===== src/include/hbs_pkg.sv =====
// Package for the holding brake sequencer: state enum, timing constants, carriers.
// Assumes a 40 MHz system clock and a 1 ms control tick made by the sequencer.
package hbs_pkg;

  // ********************************************************
  // Clock and tick
  // ********************************************************
  localparam int unsigned CLK_HZ        = 40_000_000;
  localparam int unsigned TICK_US       = 1000;
  localparam int unsigned TICK_CYCLES   = CLK_HZ / 1_000_000 * TICK_US;

  // ********************************************************
  // Settings and defaults (times in ms ticks)
  // ********************************************************
  localparam int unsigned TIME_W            = 16;
  localparam int unsigned SPEED_W           = 16;
  localparam logic [1:0]  ENABLE_LOCKED     = 2'h0;
  localparam logic [1:0]  ENABLE_SEQUENCE   = 2'h3;
  localparam int unsigned RELEASE_WAIT_MS   = 100;
  localparam int unsigned CLOSE_WAIT_MS     = 100;
  localparam int unsigned MAGNETIZE_MS      = 0;
  localparam logic [15:0] STANDSTILL_RPM    = 16'h0014;
  localparam int unsigned STATUS_BIT        = 12;
  localparam logic [15:0] SRC_BRAKE_STATUS  = 16'h5212;
  localparam logic [15:0] SRC_START_FREQ    = 16'h1351;
  localparam logic [15:0] SRC_TORQUE_DFLT   = 16'h0000;
  localparam logic [15:0] START_FREQ_DFLT   = 16'h0000;

  typedef enum logic [2:0] {
    HBS_IDLE, HBS_MAGNETIZE, HBS_OPENING, HBS_RUN, HBS_DECEL, HBS_CLOSING
  } hbs_state_e;

  // Stop commands travel together.
  typedef struct packed {
    logic ramp_stop_cmd;
    logic quick_stop_cmd;
    logic coast_stop_cmd;
  } hbs_stop_s;

  // Drive commands toward the motor control.
  typedef struct packed {
    logic energize;
    logic hold_zero;
    logic ramp_up;
    logic decelerate;
    logic slip_comp_on;
  } hbs_drive_s;

endpackage


===== src/rtl/hbs_timer.sv =====
// Down-counter for one sequencer interval.
// Assumes tick_i is a one-cycle pulse on sys_clk_i.
`timescale 1ns/1ps
module hbs_timer #(
  parameter int unsigned W = 16
) (
  // Clock and reset
  input  wire logic         sys_clk_i,
  input  wire logic         arst_n_i,
  // Control
  input  wire logic         load_i,
  input  wire logic [W-1:0] value_i,
  input  wire logic         tick_i,
  // Result
  output logic              expire_o
);

  logic [W-1:0] cnt_q;
  logic         run_q;

  // Load wins over counting; a zero load expires on the next tick.
  always_ff @(posedge sys_clk_i or negedge arst_n_i) begin
    if (!arst_n_i) begin
      cnt_q    <= '0;
      run_q    <= 1'b0;
      expire_o <= 1'b0;
    end else begin
      expire_o <= 1'b0;
      if (load_i) begin
        cnt_q <= value_i;
        run_q <= 1'b1;
      end else if (run_q && tick_i) begin
        if (cnt_q == '0) begin
          run_q    <= 1'b0;
          expire_o <= 1'b1;
        end else begin
          cnt_q <= cnt_q - W'(1);
        end
      end
    end
  end

  chk_expire_one_cycle : assert property (@(posedge sys_clk_i) disable iff (!arst_n_i)
    expire_o |=> !expire_o) else $error("timer expiry lasted more than one cycle");

endmodule


===== src/rtl/hbs_sequencer.sv =====
// Holding brake sequencer: switch-on, stop and forced brake handling.
// Assumes settings are static while running and speed is an absolute rpm value.
// Functional notes
// - On switch-on energize motor, release brake after magnetizing interval.
// - Hold zero speed until release waiting time has elapsed.
// - After release wait expires, ramp toward the speed setpoint.
// - Ramp or quick stop decelerates; below 20 rpm drop release, stay energized.
// - After dropping release on stop, wait closing time, then de-energize.
// - Coast stop drops the release command at once, whatever the speed.
// - Enable 0 locks the brake function; 3 selects sequential control.
// - Release wait defaults to 0.1 s; operator sets above relay plus release.
// - Close wait defaults to 0.1 s; operator sets above relay plus closing.
// - Release command is status bit 12, routed to outputs selecting 52.12.
// - Forced-release input, default 0, opens the brake regardless of sequence.
// - Forced-close input, default 0, closes the brake regardless of sequence.
// - Starting frequency default 0%; above zero enables slip compensation.
// - Start frequency source selector defaults to 1351.
// - Start torque source selector defaults to 0.
`timescale 1ns/1ps
module hbs_sequencer #(
  parameter int unsigned TW = hbs_pkg::TIME_W,
  parameter int unsigned SW = hbs_pkg::SPEED_W,
  parameter int unsigned TN = hbs_pkg::TICK_CYCLES
) (
  // Clock and reset
  input  wire logic                 sys_clk_i,
  input  wire logic                 arst_n_i,
  // Commands
  input  wire logic                 switch_on_i,
  input  wire hbs_pkg::hbs_stop_s   stop_i,
  input  wire logic                 forced_brake_release_i,
  input  wire logic                 forced_brake_close_i,
  // Settings
  input  wire logic [1:0]           brake_function_enable_i,
  input  wire logic [TW-1:0]        magnetizing_interval_i,
  input  wire logic [TW-1:0]        brake_release_wait_time_i,
  input  wire logic [TW-1:0]        brake_close_wait_time_i,
  input  wire logic [15:0]          output0_source_select_i,
  input  wire logic [15:0]          output1_source_select_i,
  input  wire logic [15:0]          start_frequency_value_i,
  input  wire logic [15:0]          start_frequency_source_i,
  input  wire logic [15:0]          start_torque_source_i,
  input  wire logic [15:0]          ext_freq_i,
  input  wire logic [15:0]          ext_torque_i,
  // Motor feedback
  input  wire logic [SW-1:0]        speed_rpm_i,
  // Outputs
  output hbs_pkg::hbs_drive_s       drive_o,
  output logic [15:0]               status_word_o,
  output logic [1:0]                dig_out_o,
  output logic [15:0]               start_freq_o,
  output logic [15:0]               start_torque_o
);

  // ********************************************************
  // Control tick
  // ********************************************************
  // Only a bench shortens the tick; the settings then count in those shorter ticks.
  localparam int unsigned TICK_N = TN;
  logic [$clog2(TICK_N)-1:0] div_q;
  logic                      tick_q;

  // Divider makes the 1 ms tick that clocks every interval.
  always_ff @(posedge sys_clk_i or negedge arst_n_i) begin
    if (!arst_n_i) begin
      div_q  <= '0;
      tick_q <= 1'b0;
    end else begin
      tick_q <= (div_q == $bits(div_q)'(TICK_N - 1));
      div_q  <= (div_q == $bits(div_q)'(TICK_N - 1)) ? '0 : div_q + 1'b1;
    end
  end

  // ********************************************************
  // Sequencer
  // ********************************************************
  hbs_pkg::hbs_state_e state_q;
  logic                release_q;
  logic                mag_ld, rel_ld, cls_ld;
  logic                mag_exp, rel_exp, cls_exp;
  logic                seq_en;
  logic                stop_req;
  logic                slow;

  assign seq_en   = (brake_function_enable_i == hbs_pkg::ENABLE_SEQUENCE);
  assign stop_req = stop_i.ramp_stop_cmd | stop_i.quick_stop_cmd;
  assign slow     = (speed_rpm_i < SW'(hbs_pkg::STANDSTILL_RPM));
  assign mag_ld   = (state_q == hbs_pkg::HBS_IDLE) && switch_on_i && !stop_i.coast_stop_cmd;
  // A stop that meets magnetizing expiry must not flash the release command for a cycle.
  assign rel_ld   = (state_q == hbs_pkg::HBS_MAGNETIZE) && mag_exp
                    && !stop_req && !stop_i.coast_stop_cmd;
  assign cls_ld   = (state_q == hbs_pkg::HBS_DECEL) && slow;

  hbs_timer #(.W(TW)) u_mag (.sys_clk_i(sys_clk_i), .arst_n_i(arst_n_i), .load_i(mag_ld),
    .value_i(magnetizing_interval_i), .tick_i(tick_q), .expire_o(mag_exp));
  hbs_timer #(.W(TW)) u_rel (.sys_clk_i(sys_clk_i), .arst_n_i(arst_n_i), .load_i(rel_ld),
    .value_i(brake_release_wait_time_i), .tick_i(tick_q), .expire_o(rel_exp));
  hbs_timer #(.W(TW)) u_cls (.sys_clk_i(sys_clk_i), .arst_n_i(arst_n_i), .load_i(cls_ld),
    .value_i(brake_close_wait_time_i), .tick_i(tick_q), .expire_o(cls_exp));

  // Coast stop has priority over everything: the motor is simply let go.
  always_ff @(posedge sys_clk_i or negedge arst_n_i) begin
    if (!arst_n_i) begin
      state_q <= hbs_pkg::HBS_IDLE;
    end else if (stop_i.coast_stop_cmd) begin
      state_q <= hbs_pkg::HBS_IDLE;
    end else begin
      case (state_q)
        hbs_pkg::HBS_IDLE: begin
          if (mag_ld) begin
            state_q <= hbs_pkg::HBS_MAGNETIZE;
          end
        end
        hbs_pkg::HBS_MAGNETIZE: begin
          if (stop_req) begin
            state_q <= hbs_pkg::HBS_IDLE;
          end else if (mag_exp) begin
            state_q <= hbs_pkg::HBS_OPENING;
          end
        end
        hbs_pkg::HBS_OPENING: begin
          if (stop_req) begin
            state_q <= hbs_pkg::HBS_DECEL;
          end else if (rel_exp) begin
            state_q <= hbs_pkg::HBS_RUN;
          end
        end
        hbs_pkg::HBS_RUN: begin
          if (stop_req) begin
            state_q <= hbs_pkg::HBS_DECEL;
          end
        end
        hbs_pkg::HBS_DECEL: begin
          if (slow) begin
            state_q <= hbs_pkg::HBS_CLOSING;
          end
        end
        hbs_pkg::HBS_CLOSING: begin
          if (cls_exp) begin
            state_q <= hbs_pkg::HBS_IDLE;
          end
        end
        default: begin
          state_q <= hbs_pkg::HBS_IDLE;
        end
      endcase
    end
  end

  // ********************************************************
  // Brake release command
  // ********************************************************
  // Forced close beats forced release: a closed brake is the safe side.
  always_ff @(posedge sys_clk_i or negedge arst_n_i) begin
    if (!arst_n_i) begin
      release_q <= 1'b0;
    end else if (forced_brake_close_i) begin
      release_q <= 1'b0;
    end else if (forced_brake_release_i) begin
      release_q <= 1'b1;
    end else if (!seq_en || stop_i.coast_stop_cmd) begin
      release_q <= 1'b0;
    end else if (rel_ld) begin
      release_q <= 1'b1;
    end else if (cls_ld || state_q == hbs_pkg::HBS_IDLE
                 || state_q == hbs_pkg::HBS_MAGNETIZE) begin
      release_q <= 1'b0;
    end
  end

  // ********************************************************
  // Registered outputs
  // ********************************************************
  // All outputs are registered: they follow state, release command and settings one cycle later.
  always_ff @(posedge sys_clk_i or negedge arst_n_i) begin
    if (!arst_n_i) begin
      drive_o        <= '0;
      status_word_o  <= '0;
      dig_out_o      <= '0;
      start_freq_o   <= hbs_pkg::START_FREQ_DFLT;
      start_torque_o <= '0;
    end else begin
      drive_o.energize     <= (state_q != hbs_pkg::HBS_IDLE);
      drive_o.hold_zero    <= (state_q == hbs_pkg::HBS_MAGNETIZE)
                              || (state_q == hbs_pkg::HBS_OPENING);
      drive_o.ramp_up      <= (state_q == hbs_pkg::HBS_RUN);
      drive_o.decelerate   <= (state_q == hbs_pkg::HBS_DECEL);
      drive_o.slip_comp_on <= (start_frequency_value_i != 16'h0000);
      status_word_o                      <= '0;
      status_word_o[hbs_pkg::STATUS_BIT] <= release_q;
      dig_out_o[0] <= (output0_source_select_i == hbs_pkg::SRC_BRAKE_STATUS) && release_q;
      dig_out_o[1] <= (output1_source_select_i == hbs_pkg::SRC_BRAKE_STATUS) && release_q;
      start_freq_o <= (start_frequency_source_i == hbs_pkg::SRC_START_FREQ)
                      ? start_frequency_value_i : ext_freq_i;
      start_torque_o <= (start_torque_source_i == hbs_pkg::SRC_TORQUE_DFLT)
                        ? 16'h0000 : ext_torque_i;
    end
  end

  chk_coast_drops_release : assert property (@(posedge sys_clk_i) disable iff (!arst_n_i)
    stop_i.coast_stop_cmd && !forced_brake_release_i |=> !release_q)
    else $error("release held after coast stop");
  chk_locked_no_release : assert property (@(posedge sys_clk_i) disable iff (!arst_n_i)
    !seq_en && !forced_brake_release_i |=> !release_q)
    else $error("release while brake function locked");
  chk_forced_close : assert property (@(posedge sys_clk_i) disable iff (!arst_n_i)
    forced_brake_close_i |=> !release_q) else $error("forced close ignored");
  chk_forced_release : assert property (@(posedge sys_clk_i) disable iff (!arst_n_i)
    forced_brake_release_i && !forced_brake_close_i |=> release_q)
    else $error("forced release ignored");
  chk_release_after_mag : assert property (@(posedge sys_clk_i) disable iff (!arst_n_i)
    rel_ld && seq_en && !stop_i.coast_stop_cmd && !forced_brake_close_i |=> release_q)
    else $error("release not issued after magnetizing");
  chk_status_bit : assert property (@(posedge sys_clk_i) disable iff (!arst_n_i)
    status_word_o[hbs_pkg::STATUS_BIT] == $past(release_q))
    else $error("status bit does not follow release");
  chk_run_after_wait : assert property (@(posedge sys_clk_i) disable iff (!arst_n_i)
    state_q == hbs_pkg::HBS_OPENING && rel_exp && !stop_req && !stop_i.coast_stop_cmd
    |=> state_q == hbs_pkg::HBS_RUN ##1 drive_o.ramp_up)
    else $error("no ramp after release wait");
  chk_slow_closes : assert property (@(posedge sys_clk_i) disable iff (!arst_n_i)
    state_q == hbs_pkg::HBS_DECEL && slow && !stop_i.coast_stop_cmd
    |=> state_q == hbs_pkg::HBS_CLOSING ##1 drive_o.energize)
    else $error("closing not entered below standstill speed");
  chk_close_deenergize : assert property (@(posedge sys_clk_i) disable iff (!arst_n_i)
    state_q == hbs_pkg::HBS_CLOSING && cls_exp && !stop_i.coast_stop_cmd
    |=> ##1 !drive_o.energize) else $error("motor not de-energized after close wait");
  chk_slip_comp : assert property (@(posedge sys_clk_i) disable iff (!arst_n_i)
    start_frequency_value_i != 16'h0000 |=> drive_o.slip_comp_on)
    else $error("slip compensation not enabled");

endmodule


===== config.mk =====
export PLATFORM = sky130hd
export DESIGN_NAME = hbs_sequencer
export DESIGN_NICKNAME = d
export VERILOG_FILES = /design/src/include/hbs_pkg.sv /design/src/rtl/hbs_timer.sv /design/src/rtl/hbs_sequencer.sv
export SDC_FILE = /design/constraint.sdc
export NUM_CORES = 1
export LEC_CHECK = 0
export BUFFER_PORTS_ARGS = -buffer_cell sky130_fd_sc_hd__buf_2
export CORE_MARGIN = 10
export CORE_UTILIZATION = 35
export DETAILED_ROUTE_END_ITERATION = 16
export PLACE_DENSITY = 0.72
export SKIP_CTS_REPAIR_TIMING = 1
export SYNTH_ARGS = -nofsm -noshare
export SYNTH_HDL_FRONTEND = slang
export SYNTH_SLANG_ARGS = --single-unit
export TNS_END_PERCENT = 20

===== constraint.sdc =====
create_clock -name sys_clk_i -period 4 [get_ports sys_clk_i]
set_clock_uncertainty 0.1 [all_clocks]
set_input_delay 0.4 -clock sys_clk_i [delete_from_list [all_inputs] [get_ports sys_clk_i]]
set_output_delay 0.4 -clock sys_clk_i [all_outputs]
set_load 0.02 [all_outputs]

==> reports/qor.txt <==
Fin crit share - 60.3%
Critical path type - reg -> reg
Clk pwr share - 49.7%
Post-synth ARST share - 100%
Clk pin slew, worst setup/hold paths - 0.06 ns
Setup TNS Final - 0 ns
Initial antenna violation count - 6
Die Span X - 149 µm
EDFF count, synth - 0
Hold Slack - -0.00992 ns
PD cells - 409 nW/µm²
Comb power frac - 9.8%
GP Congestion - 0.830
Antenna-violating nets left - 0
Layout Area Growth over Synthesis - 33.0%
Ratio of cells with drive above 1 in the final layout - 35.8%
Total net switching power - 0.742 mW
WP data arrival - 2.65 ns
Least-Margin Pin Slew - 1.18 ns
Crit path max fanout - 9
Commonest cells after routing, fill and taps aside - 222 x buf_2, 115 x dfrtp_1, 55 x nor2_1
Post-DP HPWL - 12300 µm
Root buffer cell - clkbuf_16
Count of final hold-check violations - 14
Largest net degree at the start of global routing - 65
First-pass GRT wire length - 26000 µm
DRC violations left - 0
Fin crit period - 2.41 ns
Max Fclk - 414 MHz
Synth Flop Type - dfrtp_1
CTS tree - done
Mapped cell area - 5810 µm²
Final setup vio count - 0
Synth top area share - 49.5%
Area of the multi-input gates - 2760 µm²
Max Slew Vio Count - 0
DR WL/cell - 15.2 µm
Fin nets - 1003
Final core utilization - 47.1%
Routed wire length - 15900 µm
Unrepaired setup endpoints after global routing - false
FILL cells - 1527
Sequential Area - 2880 µm²
Starting Density - 35.4%
Yosys warns - 0
Switching Share - 23.4%
CTS max path bufs - 2
Max Cap Violations - 0
Port-buffer cells - 223
Sequential share of the synthesized area - 49.5%
GRT Total Usage - 14.4%
Int Pwr - 2.42 mW
Setup WS pre-CTS - 1.60 ns
Area contributors post-synth - dfrtp_1 49%, xor2_1 4.7%, mux2_2 3.7%, nor2_1 3.7%, nand2_1 3.4%
Post-Synthesis Cells - 583
Clk Latency, worst-skew pair - 0.41 ns
Syn Area/Cell - 9.97 µm²
Congestion Overflow GR - 0
Vias in the first global route - 5472
FP Rows - 47
Die ar. - 22200 µm²
WP data required - 4.23 ns
Crit end category - register
Status - finished with violations
H-Tree Depth - 4
Part of the power in registers - 40.4%
Peak VDD IR - 0.275 mV
Violated checks - negative hold slack
TritonRoute pass-1 iters - 4
PnR worst setup slack - 1.59 ns
Headroom to the max-slew limit - 20.8%
Core box area - 16400 µm²
Yosys reg bits - 115
Die Y - 149 µm
Post-synth cell types - 54
CTS sink count - 115
Largest area contributor in the netlist - dfrtp_1
CP Launch Type - register
Vias - 5053
Hold Path Class - in -> async
TritonCTS Buffers - 17
DR iter-0 viols - 162
IO Pins - 241
Leak - 3.32 nW
Drt via density - 4.84
Commonest non-fill, non-tap cell in the layout - buf_2
[registers in the layout, summed over array words and instances (netlist names)]
name            count
release_q           1
state_q             3
u_cls.cnt_q        16
u_mag.run_q         1
tick_q              1
u_rel.cnt_q        16
u_rel.expire_o      1
u_cls.run_q         1
status_word_o       1
u_cls.expire_o      1
start_torque_o     16
start_freq_o       16
u_rel.run_q         1
drive_o             5
u_mag.expire_o      1
div_q              16
dig_out_o           2
u_mag.cnt_q        16
[synthesized netlist by cell type (18+ instances only)]
| cell type | instances |
|---|---|
| dfrtp_1 | 115 |
| nor2_1 | 57 |
| nand2_1 | 53 |
| o21ai_0 | 31 |
| xor2_1 | 31 |
| a21oi_1 | 26 |
| nand3_1 | 20 |
| nand4_1 | 20 |
| mux2_2 | 19 |
| nor3_1 | 19 |
| xnor2_1 | 19 |
| nor4_1 | 18 |
[cell families (layout without fill, tap and decap cells)]
logic type | Yosys count | in the layout | share of synthesized area, %
other | 1 | 18 | 0.0645
AO/OA/AOI/OAI | 79 | 79 | 7.55
AND/OR/NAND/NOR | 263 | 263 | 25.5
adder cells (fa/ha/maj) | 7 | 7 | 1.51
buffers and inverters | 46 | 271 | 4.11
multiplexers | 22 | 22 | 4.20
flip-flops | 115 | 115 | 49.5
XOR/XNOR | 50 | 50 | 7.53
[through the flow]
stage | instances | cell area [µm²] | power [mW] | hold WS, ns
3_5_place_dp | 1011 | 7120 | 1.61 | 0.361
3_3_place_gp | 1011 | 7120 | 1.60 | 0.360
4_1_cts | 1042 | 7730 | 3.20 | 0.0147
2_1_floorplan | 597 | 5870 | 1.45 | 0.00441
5_1_grt | 1043 | 7730 | 3.30 | 0.00894
6_report | 1045 | 7730 | 3.16 | -0.00992
[worst paths after layout]
| path | startpoint | to | slack, ns | cells after the start |
|---|---|---|---|---|
| min reg2reg | release_q | status_word_o[12] | 0.35 | 0 |
| min | arst_n_i | dig_out_o[1] | -0.01 | 1 |
| max in group asynchronous | arst_n_i | start_torque_o[0] | 2.89 | 2 |
| max reg2reg | u_cls.cnt_q[10] | u_cls.cnt_q[1] | 1.59 | 5 |
| max | u_cls.cnt_q[10] | u_cls.cnt_q[1] | 1.59 | 5 |
| min in group sys_clk_i | output1_source_select_i[13] | dig_out_o[1] | 0.04 | 2 |
[routing by layer]
metal  vias up  share of wire, %  GRT usage, %
met3        23                12          8.37
met4         6               1.1          4.27
li1       2494                 -             -
met5         -              0.26             0
met2       189                47          23.6
met1      2341                39          15.4
[final cells by class]
type	count	share of cell area, %
flip-flops and latches	115	37.2
multi-input cells	436	35.7
repair buffers	229	15.0
clock buffers	20	5.78
well taps	220	3.56
clock inverters	11	2.07
inverters	11	0.534
diodes	3	0.0971
[power groups by stage]
stage	clock, mW	combinational, mW	sequential [mW]
after CTS	1.61	0.316	1.28
after detailed placement	0	0.313	1.30
after global placement	0	0.307	1.29
after global routing	1.66	0.354	1.29
final	1.57	0.311	1.28
after floorplan	0	0.143	1.31
[critical path: stages (launching register included)]
cell and delay (ns):
dfrtp_1 0.43, or3_1 0.45, nor4_2 0.71, a21oi_1 0.21, mux2_2 0.32, o21ai_1 0.12
Power figures use the tool's default switching activity.
